<file path="src/common/snc_pkg.sv">
// Purpose: shared constants and types for the sinc3 decimation host
// Assumes: clk at 200 MHz, modulator clock made here by division
// Notes: all widths fixed at the documented values
package snc_pkg;

	// ==========================================================
	// timing
	localparam int SNC_CLK_PERIOD_NS = 5;
	localparam int SNC_MOD_PERIOD_NS = 50;
	// half a modulator period in clk cycles, rounded down, at least one
	localparam int SNC_MOD_HALF_INT = (SNC_MOD_PERIOD_NS / 2) / SNC_CLK_PERIOD_NS;
	localparam logic [7:0] SNC_MOD_HALF_CYC = (SNC_MOD_HALF_INT < 1) ? 8'h01 :
		8'(SNC_MOD_HALF_INT);
	localparam logic [7:0] SNC_MOD_HALF_LAST = SNC_MOD_HALF_CYC - 8'h01;

	// ==========================================================
	// widths
	localparam int SNC_ACC_W = 37;
	localparam int SNC_OUT_W = 16;
	localparam int SNC_CNT_W = 16;

	// ==========================================================
	// input mapping; bipolar maps a zero bit to minus one
	localparam logic SNC_BIPOLAR = 1'b0;
	localparam logic [36:0] SNC_SAMPLE_ONE = 37'h00_0000_0001;
	localparam logic [36:0] SNC_SAMPLE_ZERO = 37'h00_0000_0000;
	localparam logic [36:0] SNC_SAMPLE_NEG = 37'h1f_ffff_ffff;

	// ==========================================================
	// decimation ratios and output slice positions
	localparam logic [15:0] SNC_DR_32 = 16'h0020;
	localparam logic [15:0] SNC_DR_64 = 16'h0040;
	localparam logic [15:0] SNC_DR_128 = 16'h0080;
	localparam logic [15:0] SNC_DR_256 = 16'h0100;
	localparam logic [15:0] SNC_DR_512 = 16'h0200;
	localparam logic [15:0] SNC_DR_1024 = 16'h0400;
	localparam logic [15:0] SNC_DR_2048 = 16'h0800;
	localparam logic [15:0] SNC_DR_4096 = 16'h1000;
	localparam int SNC_LSB_64 = 2;
	localparam int SNC_LSB_128 = 5;
	localparam int SNC_LSB_256 = 8;
	localparam int SNC_LSB_512 = 11;
	localparam int SNC_LSB_1024 = 14;
	localparam int SNC_LSB_2048 = 17;
	localparam int SNC_LSB_4096 = 20;

	// ==========================================================
	// saturation
	localparam logic [15:0] SNC_SAT_LOW32 = 16'h8000;
	localparam logic [16:0] SNC_SAT_PATTERN = 17'h1_0000;
	localparam logic [15:0] SNC_SAT_WORD = 16'hffff;

	// ==========================================================
	// response corner, per mille of the word rate
	localparam int SNC_RESP_PER_MILLE = 262;
	localparam int SNC_FULL_BITS_AT_256 = 24;

	// ==========================================================
	// types
	typedef struct packed {
		logic [36:0] one;
		logic [36:0] two;
		logic [36:0] three;
	} snc_integ_t;

	typedef enum logic {SNC_ARMED, SNC_SPENT} snc_arm_t;

endpackage

</file>
<file path="src/verilog/snc_comb_stage.sv">
// Purpose: one comb differentiator of the sinc3 chain
// Assumes: load is a one-cycle event at the output word rate
// Notes: delay and result both clear on reset
`timescale 1ns/1ps
module snc_comb_stage
	import snc_pkg::*;
#(
	parameter int W = SNC_ACC_W
)
(
	input wire logic clk,
	input wire logic sys_rst,
	input wire logic load,
	input wire logic [W-1:0] din,
	output logic [W-1:0] dout
);

	logic [W-1:0] delayed;

	// ==========================================================
	// difference against the value one word earlier
	always_ff @(posedge clk)
	begin
		if (sys_rst)
		begin
			dout <= '0;
			delayed <= '0;
		end
		else if (load)
		begin
			dout <= din - delayed;
			delayed <= din;
		end
	end
endmodule // snc_comb_stage

</file>
<file path="src/verilog/snc_filter_host.sv">
// Purpose: host-side sinc3 decimation filter for a 1-bit sigma-delta stream
// Assumes: modulator clocked from this block, data sampled at rising edge
// Notes: output word register is never reset, by design
//
// Contract
// - each bit becomes a 37-bit sample
// - three integrators add on falling edge
// - counter wraps at ratio minus one
// - word clock high at half, low at end
// - three combs subtract previous word value
// - output slice chosen by decimation ratio
// - full-scale pattern saturates to all ones
// - output register loads per word, no reset
// - valid pulses once per word, arm alternates
// - accepts power-of-two ratios 32 to 4096
// - sample stream bits at rising edge
// - response corner is 0.262 word rate
// - word rate is clock over ratio
`timescale 1ns/1ps
module snc_filter_host
	import snc_pkg::*;
(
	input wire logic clk,
	input wire logic sys_rst,
	input wire logic ce,
	input wire logic [15:0] decimation_ratio,
	input wire logic modulator_bit_output,
	output logic modulator_clock_input,
	output logic [15:0] filter_word,
	output logic word_valid
);

	// ==========================================================
	// internal state
	logic [7:0] half_cnt;
	logic half_end;
	logic rise_evt;
	logic fall_evt;
	logic [36:0] input_sample;
	snc_integ_t integ;
	logic [15:0] word_count;
	logic [15:0] ratio_last;
	logic [15:0] ratio_half;
	logic word_clk;
	logic word_evt;
	snc_arm_t arm;
	logic [36:0] comb_stage_one;
	logic [36:0] comb_stage_two;
	logic [36:0] comb_stage_three;
	logic [7:0] valid_run;

	// ==========================================================
	// output slice and saturation
	function automatic logic [15:0] snc_scale(input logic [15:0] r,
		input logic [36:0] d);
		logic [16:0] top;
		logic [15:0] w;
		top = d[SNC_LSB_256 +: 17];
		w = d[SNC_LSB_256 +: 16];
		case (r)
			SNC_DR_64:
			begin
				top = d[SNC_LSB_64 +: 17];
				w = d[SNC_LSB_64 +: 16];
			end
			SNC_DR_128:
			begin
				top = d[SNC_LSB_128 +: 17];
				w = d[SNC_LSB_128 +: 16];
			end
			SNC_DR_512:
			begin
				top = d[SNC_LSB_512 +: 17];
				w = d[SNC_LSB_512 +: 16];
			end
			SNC_DR_1024:
			begin
				top = d[SNC_LSB_1024 +: 17];
				w = d[SNC_LSB_1024 +: 16];
			end
			SNC_DR_2048:
			begin
				top = d[SNC_LSB_2048 +: 17];
				w = d[SNC_LSB_2048 +: 16];
			end
			SNC_DR_4096:
			begin
				top = d[SNC_LSB_4096 +: 17];
				w = d[SNC_LSB_4096 +: 16];
			end
			default:
			begin
				// top 16 of the 24 full-precision bits
				top = d[SNC_LSB_256 +: 17];
				w = d[SNC_LSB_256 +: 16];
			end
		endcase
		if (r == SNC_DR_32)
			snc_scale = (d[15:0] == SNC_SAT_LOW32) ? SNC_SAT_WORD : {d[14:0], 1'b0};
		else
			snc_scale = (top == SNC_SAT_PATTERN) ? SNC_SAT_WORD : w;
	endfunction

	// ==========================================================
	// modulator clock divider
	// both edges of the link clock become one-cycle events here
	assign half_end = ce && (half_cnt == SNC_MOD_HALF_LAST);
	assign rise_evt = half_end && !modulator_clock_input;
	assign fall_evt = half_end && modulator_clock_input;

	always_ff @(posedge clk)
	begin
		if (sys_rst)
		begin
			half_cnt <= 8'h00;
			modulator_clock_input <= 1'b0;
		end
		else if (ce)
		begin
			if (half_cnt == SNC_MOD_HALF_LAST)
			begin
				half_cnt <= 8'h00;
				modulator_clock_input <= ~modulator_clock_input;
			end
			else
				half_cnt <= half_cnt + 8'h01;
		end
	end

	// ==========================================================
	// input mapping
	// bit is taken just before our rising edge reaches the device
	always_ff @(posedge clk)
	begin
		if (sys_rst)
			input_sample <= SNC_SAMPLE_ZERO;
		else if (rise_evt)
		begin
			if (modulator_bit_output)
				input_sample <= SNC_SAMPLE_ONE;
			else
				input_sample <= SNC_BIPOLAR ? SNC_SAMPLE_NEG : SNC_SAMPLE_ZERO;
		end
	end

	// ==========================================================
	// integrators, modulus arithmetic wraps harmlessly
	always_ff @(posedge clk)
	begin
		if (sys_rst)
			integ <= '0;
		else if (fall_evt)
		begin
			integ.one <= integ.one + input_sample;
			integ.two <= integ.two + integ.one;
			integ.three <= integ.three + integ.two;
		end
	end

	// ==========================================================
	// decimation counter and word clock
	// ratio is not latched; a change mid-run needs a reset
	assign ratio_last = decimation_ratio - 16'h0001;
	assign ratio_half = (decimation_ratio >> 1) - 16'h0001;
	assign word_evt = rise_evt && (word_count == ratio_half) && !word_clk;

	always_ff @(posedge clk)
	begin
		if (sys_rst)
			word_count <= 16'h0000;
		else if (rise_evt)
		begin
			if (word_count == ratio_last)
				word_count <= 16'h0000;
			else
				word_count <= word_count + 16'h0001;
		end
	end

	always_ff @(posedge clk)
	begin
		if (sys_rst)
			word_clk <= 1'b0;
		else if (rise_evt)
		begin
			if (word_count == ratio_half)
				word_clk <= 1'b1;
			else if (word_count == ratio_last)
				word_clk <= 1'b0;
		end
	end

	// ==========================================================
	// comb chain, one word per word clock rising edge
	snc_comb_stage #(.W(SNC_ACC_W)) u_comb_one (
		.clk(clk),
		.sys_rst(sys_rst),
		.load(word_evt),
		.din(integ.three),
		.dout(comb_stage_one)
	);

	snc_comb_stage #(.W(SNC_ACC_W)) u_comb_two (
		.clk(clk),
		.sys_rst(sys_rst),
		.load(word_evt),
		.din(comb_stage_one),
		.dout(comb_stage_two)
	);

	snc_comb_stage #(.W(SNC_ACC_W)) u_comb_three (
		.clk(clk),
		.sys_rst(sys_rst),
		.load(word_evt),
		.din(comb_stage_two),
		.dout(comb_stage_three)
	);

	// ==========================================================
	// output word; combs update in the same cycle, old value taken
	always_ff @(posedge clk)
	begin
		// a strobe in the first reset cycle must not load a half-cleared chain
		if (word_evt && !sys_rst)
			filter_word <= snc_scale(decimation_ratio, comb_stage_three);
	end

	// ==========================================================
	// word valid, one modulator period long
	always_ff @(posedge clk)
	begin
		if (sys_rst)
		begin
			word_valid <= 1'b0;
			arm <= SNC_ARMED;
		end
		else if (rise_evt)
		begin
			if ((word_count == ratio_half) && (arm == SNC_ARMED))
			begin
				word_valid <= 1'b1;
				arm <= SNC_SPENT;
			end
			else if ((word_count == ratio_last) && (arm == SNC_SPENT))
			begin
				word_valid <= 1'b0;
				arm <= SNC_ARMED;
			end
			else
				word_valid <= 1'b0;
		end
	end

	// run length of the valid pulse, frozen by ce like everything else
	always_ff @(posedge clk)
	begin
		if (sys_rst)
			valid_run <= 8'h00;
		else if (ce)
			valid_run <= word_valid ? valid_run + 8'h01 : 8'h00;
	end
endmodule // snc_filter_host

</file>
<file path="config.mk">
export PLATFORM = sky130hd
export DESIGN_NAME = snc_filter_host
export DESIGN_NICKNAME = d
export VERILOG_FILES = /design/src/common/snc_pkg.sv /design/src/verilog/snc_comb_stage.sv /design/src/verilog/snc_filter_host.sv
export SDC_FILE = /design/constraint.sdc
export NUM_CORES = 1
export LEC_CHECK = 0
export ABC_AREA = 1
export CAP_MARGIN = 20
export CORE_UTILIZATION = 50
export DETAILED_ROUTE_END_ITERATION = 10
export DONT_BUFFER_PORTS = 1
export GPL_TIMING_DRIVEN = 0
export SYNTH_ARGS = -nofsm -noshare
export SYNTH_HDL_FRONTEND = slang
export SYNTH_SLANG_ARGS = --single-unit
</file>
<file path="constraint.sdc">
create_clock -name clk -period 3.6 [get_ports clk]
set_input_delay 0.54 -clock clk [delete_from_list [all_inputs] [get_ports clk]]
set_output_delay 0.54 -clock clk [all_outputs]
set_load 0.01 [all_outputs]
</file>
* After elaboration in Yosys (flattened, before gate mapping)
Cells that the tools add are included.
Storage, ports and cells: flip-flop bits (word level) 414, output and inout port bits 18
Cells by class: add/subtract/negate cells 10, multiplexer cells 14, bitwise operators 2, eq/ne operators 12, reduce and logical (&&, ||, !) cells 16
Operators by type and width (number):
- adder 37 bit | 3
- subtractor 37 bit | 3
- case mux 17 bit (6 select lines) | 1
- case mux 16 bit (6 select lines) | 1
- two-way mux 16 bit | 4
- equality test 16 bit | 2
- equality test 17 bit (second input constant) | 1
- two-way mux 17 bit | 1
- adder 16 x 1 -> 16 bit (second input constant) | 1
- equality test 16 x 10 -> 1 bit (second input constant) | 1
- equality test 16 x 11 -> 1 bit (second input constant) | 1
- equality test 16 x 12 -> 1 bit (second input constant) | 1
- equality test 16 x 13 -> 1 bit (second input constant) | 1
- equality test 16 bit (second input constant) | 1
- equality test 16 x 6 -> 1 bit (second input constant) | 1
- equality test 16 x 7 -> 1 bit (second input constant) | 1
- equality test 16 x 8 -> 1 bit (second input constant) | 1
- subtractor 15 x 1 -> 16 bit (second input constant) | 1
- subtractor 16 x 1 -> 16 bit (second input constant) | 1
- adder 8 x 1 -> 8 bit (second input constant) | 1
- equality test 8 x 3 -> 1 bit (second input constant) | 1
- logical AND 1 bit | 8
- two-way mux 8 bit | 1
- two-way mux 1 bit | 6
- 4 further kinds | 10

* Depth between registers and ports, before layout
depth after elaboration 10, mapped depth 19, mapped depth without buffers 19

* Modules after synthesis
From an unflattened synthesis, not the netlist that was laid out.
Second synthesis, totals: cells, all modules 4798, area total of the unflattened synthesis 29475.8 um^2
Modules (own cells, without submodules):
- snc_filter_host | cells an instance 2148, area each 13467.9 um^2, times used 1
- snc_comb_stage (u_comb_three ...) | cells an instance 886, area each 5358.9 um^2, times used 2
- snc_comb_stage (u_comb_one) | cells an instance 878, area each 5290.1 um^2, times used 1

* Least setup slack after synthesis
No wires, ideal clock.
path type input-to-reg, start point in decimation_ratio[1], end point reg filter_word[0], enable pin, stages on the path 13, arrival time 2586 ps, required time 3236 ps, slack 651 ps, buffers on the path 2, cell sequence inv_1 ha_1 nand2_2 nor2_2 xor2_1 nand2_1 nor2_1 nand4_1 nor2_4 nand3_2 buf_2 buf_2 inv_1
Between the ends: word-level cells in the longest chain between the ends 5
Ends and longest elaborated chain:
- start: declaration | RTL line snc_filter_host.sv:26 | input wire logic [15:0] decimation_ratio,
- subtractor 15 x 1 -> 16 bit | RTL line snc_filter_host.sv:164 | assign ratio_half = (decimation_ratio >> 1) - 16'h0001;
- equality test 16 bit | RTL line snc_filter_host.sv:165 | assign word_evt = rise_evt && (word_count == ratio_half) && !word_clk;
- logical AND 1 bit (2 in series) | RTL line snc_filter_host.sv:165
- logical AND 1 bit | RTL line snc_filter_host.sv:224 | if (word_evt && !sys_rst)
- end signal: assignment | RTL line snc_filter_host.sv:225 | filter_word <= snc_scale(decimation_ratio, comb_stage_three);
- end: declaration | RTL line snc_filter_host.sv:29 | output logic [15:0] filter_word,
Every way passes these cells. A chain may end at the register's enable or synchronous reset.

* Final worst setup path
start point reg half_cnt[0], end point reg u_comb_three.dout[20]
Between the ends: word-level cells in the longest chain between the ends 5
Ends and longest elaborated chain:
- start: declaration | RTL line snc_filter_host.sv:35 | logic [7:0] half_cnt;
- start signal: assignment | RTL line snc_filter_host.sv:126 | half_cnt <= half_cnt + 8'h01;
- equality test 8 x 3 -> 1 bit | RTL line snc_filter_host.sv:107 | assign half_end = ce && (half_cnt == SNC_MOD_HALF_LAST);
- logical AND 1 bit | RTL line snc_filter_host.sv:107
- logical AND 1 bit | RTL line snc_filter_host.sv:108 | assign rise_evt = half_end && !modulator_clock_input;
- logical AND 1 bit (2 in series) | RTL line snc_filter_host.sv:165
- end signal: assignment | RTL line snc_comb_stage.sv:31 | dout <= din - delayed;
- end: declaration | RTL line snc_comb_stage.sv:15 | output logic [W-1:0] dout
Every way passes these cells.

==> results by group <==
GRT
  – Initial antenna violation count: 0
  – Global-route wire length before repair: 152,000 um
  – Largest net degree at the start of global routing: 17
  – Total gr overflow: 0
  – Vias in the first global route: 28,000
  – GRT Util Overall: 32.1%

Placement
  – Setup WS pre-CTS: -0.227 ns
  – IO Port Bufs: 0
  – Placer Congestion: 0.987
  – Placed Cells: 5,483
  – Final HPWL DP: 76,800 um

Timing
  – Unrepaired setup endpoints after global routing: false
  – Fin crit period: 3.39 ns
  – Setup violators final: 0
  – Fin crit share: 94.1%
  – Worst setup margin: 0.211 ns
  – Final hold slack: 0.107 ns
  – Worst Tran Pin Value: 1.09 ns
  – Max transition margin: 27.1%
  – Slew Viols, Final: 0
  – Final Skew: 0.0271 ns
  – Hold Violations, Final: 0
  – Fmax: 0.295 GHz
  – Final setup TNS: 0 ns

Clock network
  – Clock transition at path regs: 0.06 ns
  – Skew-Pair Late Insertion Delay: 0.59 ns
  – Hold Buf Count CTS: 0
  – CTS tree: built
  – Num CTS Buffers: 47
  – Post-CTS Setup Bufs: 0
  – CTS Buffer Depth: 3
  – Root buffer cell: clkbuf_16
  – Clock sinks: 378
  – H-Tree Depth: 2

Logic synthesis
  – Synth top area share: 25.0%
  – Top post-synthesis cells by area: dfxtp_1 (25%), nand2_1 (16%), nor2_1 (9.5%)
  – Syn_nets: 4,939
  – #FFs+latches synth: 378
  – Post-synth top cells: nand2_1 (1,273), nor2_1 (738), inv_1 (630)
  – Avg Synthesized Cell Area: 6.14 um^2
  – Post-synth cell types: 52
  – Most common cell in the netlist: nand2_1
  – YS warnings: 0
  – Ys flop type: dfxtp_1
  – Post-synth ARST share: 0%
  – Synth Instances: 4,727
  – Register area share after synthesis: 26.6%
  – Post-synth EDFFs: 16
  – Cell taking the most area after synthesis: dfxtp_1
  – Mapped Area: 29,000 um^2

Worst setup path
  – Critical path depth: 13
  – R2R depth: 13
  – CP Buf/Inv Count: 3
  – Kind of cell adding the most delay to the critical path: simple AND/OR/NAND/NOR gates
  – Crit-path max FO: 10
  – CP required: 4.07 ns
  – CP max stage cell: clkbuf_1
  – CP max stage delay: 0.76 ns
  – Cell mode on critical path: nand2_1
  – Crit end category: flop
  – Worst-path cell chain: inv_1 -> ha_1 -> nand2_1 -> nor3_1 -> nand2_1 -> or2_1 -> nor2_1 -> nand4_1 -> nor2_4 -> clkbuf_1 -> nand4_1 -> nand2_1 -> inv_1
  – Critical path class: flop to flop
  – Critical Path AT: 3.86 ns
  – Crit path launch type: flop

Die
  – Die area: 59,100 um^2
  – I/O pin cnt: 38
  – Std-Cell Rows: 87
  – Initial core utilization: 51.0%
  – Die Ht: 243 um
  – Die W: 243 um
  – Core Region: 56,900 um^2

Pwr
  – Leakage power: 0.0170 uW
  – Final Power: 9140 uW
  – PwrDens: 290 nW/um^2
  – Max IR drop VDD: 357 uV

Route
  – Via/cell ratio: 5.31
  – DR vias: 29,600
  – DRC Markers: 0
  – Initial DRC count: 1,910
  – Final ANT Viol Nets: 0
  – Initial DRT Pass Iterations: 6
  – Routed WL: 95,500 um
  – Wire per inst: 17.2 um

Finish
  – Non-Filler Instances: 5,564
  – Antenna cells: 0
  – Final nets: 4,988
  – Share of post-route cells with drive strength above 1: 3.72%
  – Area grow syn2layout: 8.48%

Run
  – Max cap viols: 0

Status
  – Status: complete, no violations

Worst hold path
  – Min-Delay Path Depth: 2
  – Worst Hold Class: input pin to flop
## sequential cells by signal (all words and copies together), names as in the netlist, 16 cells and up
signal,flops
u_comb_two.dout,37
u_comb_one.dout,37
u_comb_three.dout,37
integ,111
u_comb_one.delayed,37
u_comb_three.delayed,37
filter_word,16
u_comb_two.delayed,37
word_count,16
## metal layers
| metal | track usage, % | wire length, um | up-vias |
|---|---|---|---|
| met4 | 13.2 | 4230 | 0 |
| met2 | 54.8 | 43800 | 703 |
| met1 | 41.1 | 43200 | 13400 |
| met3 | 3.35 | 4190 | 194 |
| li1 | - | - | 15300 |
| met5 | 0 | 0 | - |
## report_power, final
part / total [uW] / switching (uW) / internal [uW]
registers: 4210 / 2.60 / 4210
clock network: 4710 / 1920 / 2790
logic: 218 / 161 / 56.6
total: 9140 / 2090 / 7050
## logic make-up (layout without fill, tap and decap cells)
logic type	count (synthesis)	after routing	synth area share, %
xor+xnor	165	165	5.02
simple gates	2550	2550	36.4
compound gates	670	670	13.1
flops	378	378	26.6
fa+ha+maj	192	192	8.40
mux	1	1	0.0345
buf+inv	771	852	10.5
## worst paths after layout
path              slack, ns            startpoint               endpoint
hold / removal         0.11  modulator_bit_output        input_sample[0]
setup / recovery       0.21           half_cnt[0]  u_comb_three.dout[20]
setup reg to reg       0.21           half_cnt[0]  u_comb_three.dout[20]
hold reg to reg        0.48              word_clk               word_clk
## timing repair
action,in CTS,in global routing
setup endpoints to repair,0,16
hold endpoints to repair,0,0
gates resized for setup,0,1
## layout by cell type (no fill, tap or decap), types with 7 or more instances in the layout
cell,count
nand2_1,1273
nor2_1,738
inv_1,629
dfxtp_1,362
nand3_1,282
a21oi_1,265
o21ai_0,214
ha_1,187
xor2_1,94
clkbuf_1,90
nand4_1,79
nor3_1,78
xnor2_1,70
clkbuf_16,49
o21bai_1,47
buf_2,37
o21a_1,34
a31oi_1,28
nand3b_1,25
a21o_1,25
edfxtp_1,16
o211ai_1,13
or2_2,12
a21boi_0,12
buf_6,11
o22ai_1,11
nor4_1,11
a21oi_2,10
and3_1,10
nor2_2,9
clkbuf_8,8
nand2_2,7
nor2_4,7
## worst register-to-register path: stages, from the launching register on
cell	delay, ns
dfxtp_1	0.34
inv_1	0.06
ha_1	0.15
nand2_1	0.07
nor3_1	0.24
nand2_1	0.18
or2_1	0.24
nor2_1	0.14
nand4_1	0.16
nor2_4	0.34
clkbuf_1	0.76
nand4_1	0.38
nand2_1	0.16
inv_1	0.04
## cell type report
class,instances,area [um^2]
sequential,378,7730
clock buffer,68,1380
buffer,136,652
clock inverter,13,135
multi-input combinational,3578,18300
fill,5973,25400
inverter,635,2390
tap,756,946
## through the flow
step	area [um^2]	util, %
2_1_floorplan	29000	-
3_3_place_gp	30000	52.7
4_1_cts	31500	55.3
3_5_place_dp	30000	52.7
6_report	31500	55.3
5_1_grt	31500	55.3
Note: power is estimated with default switching activity, not from simulation.
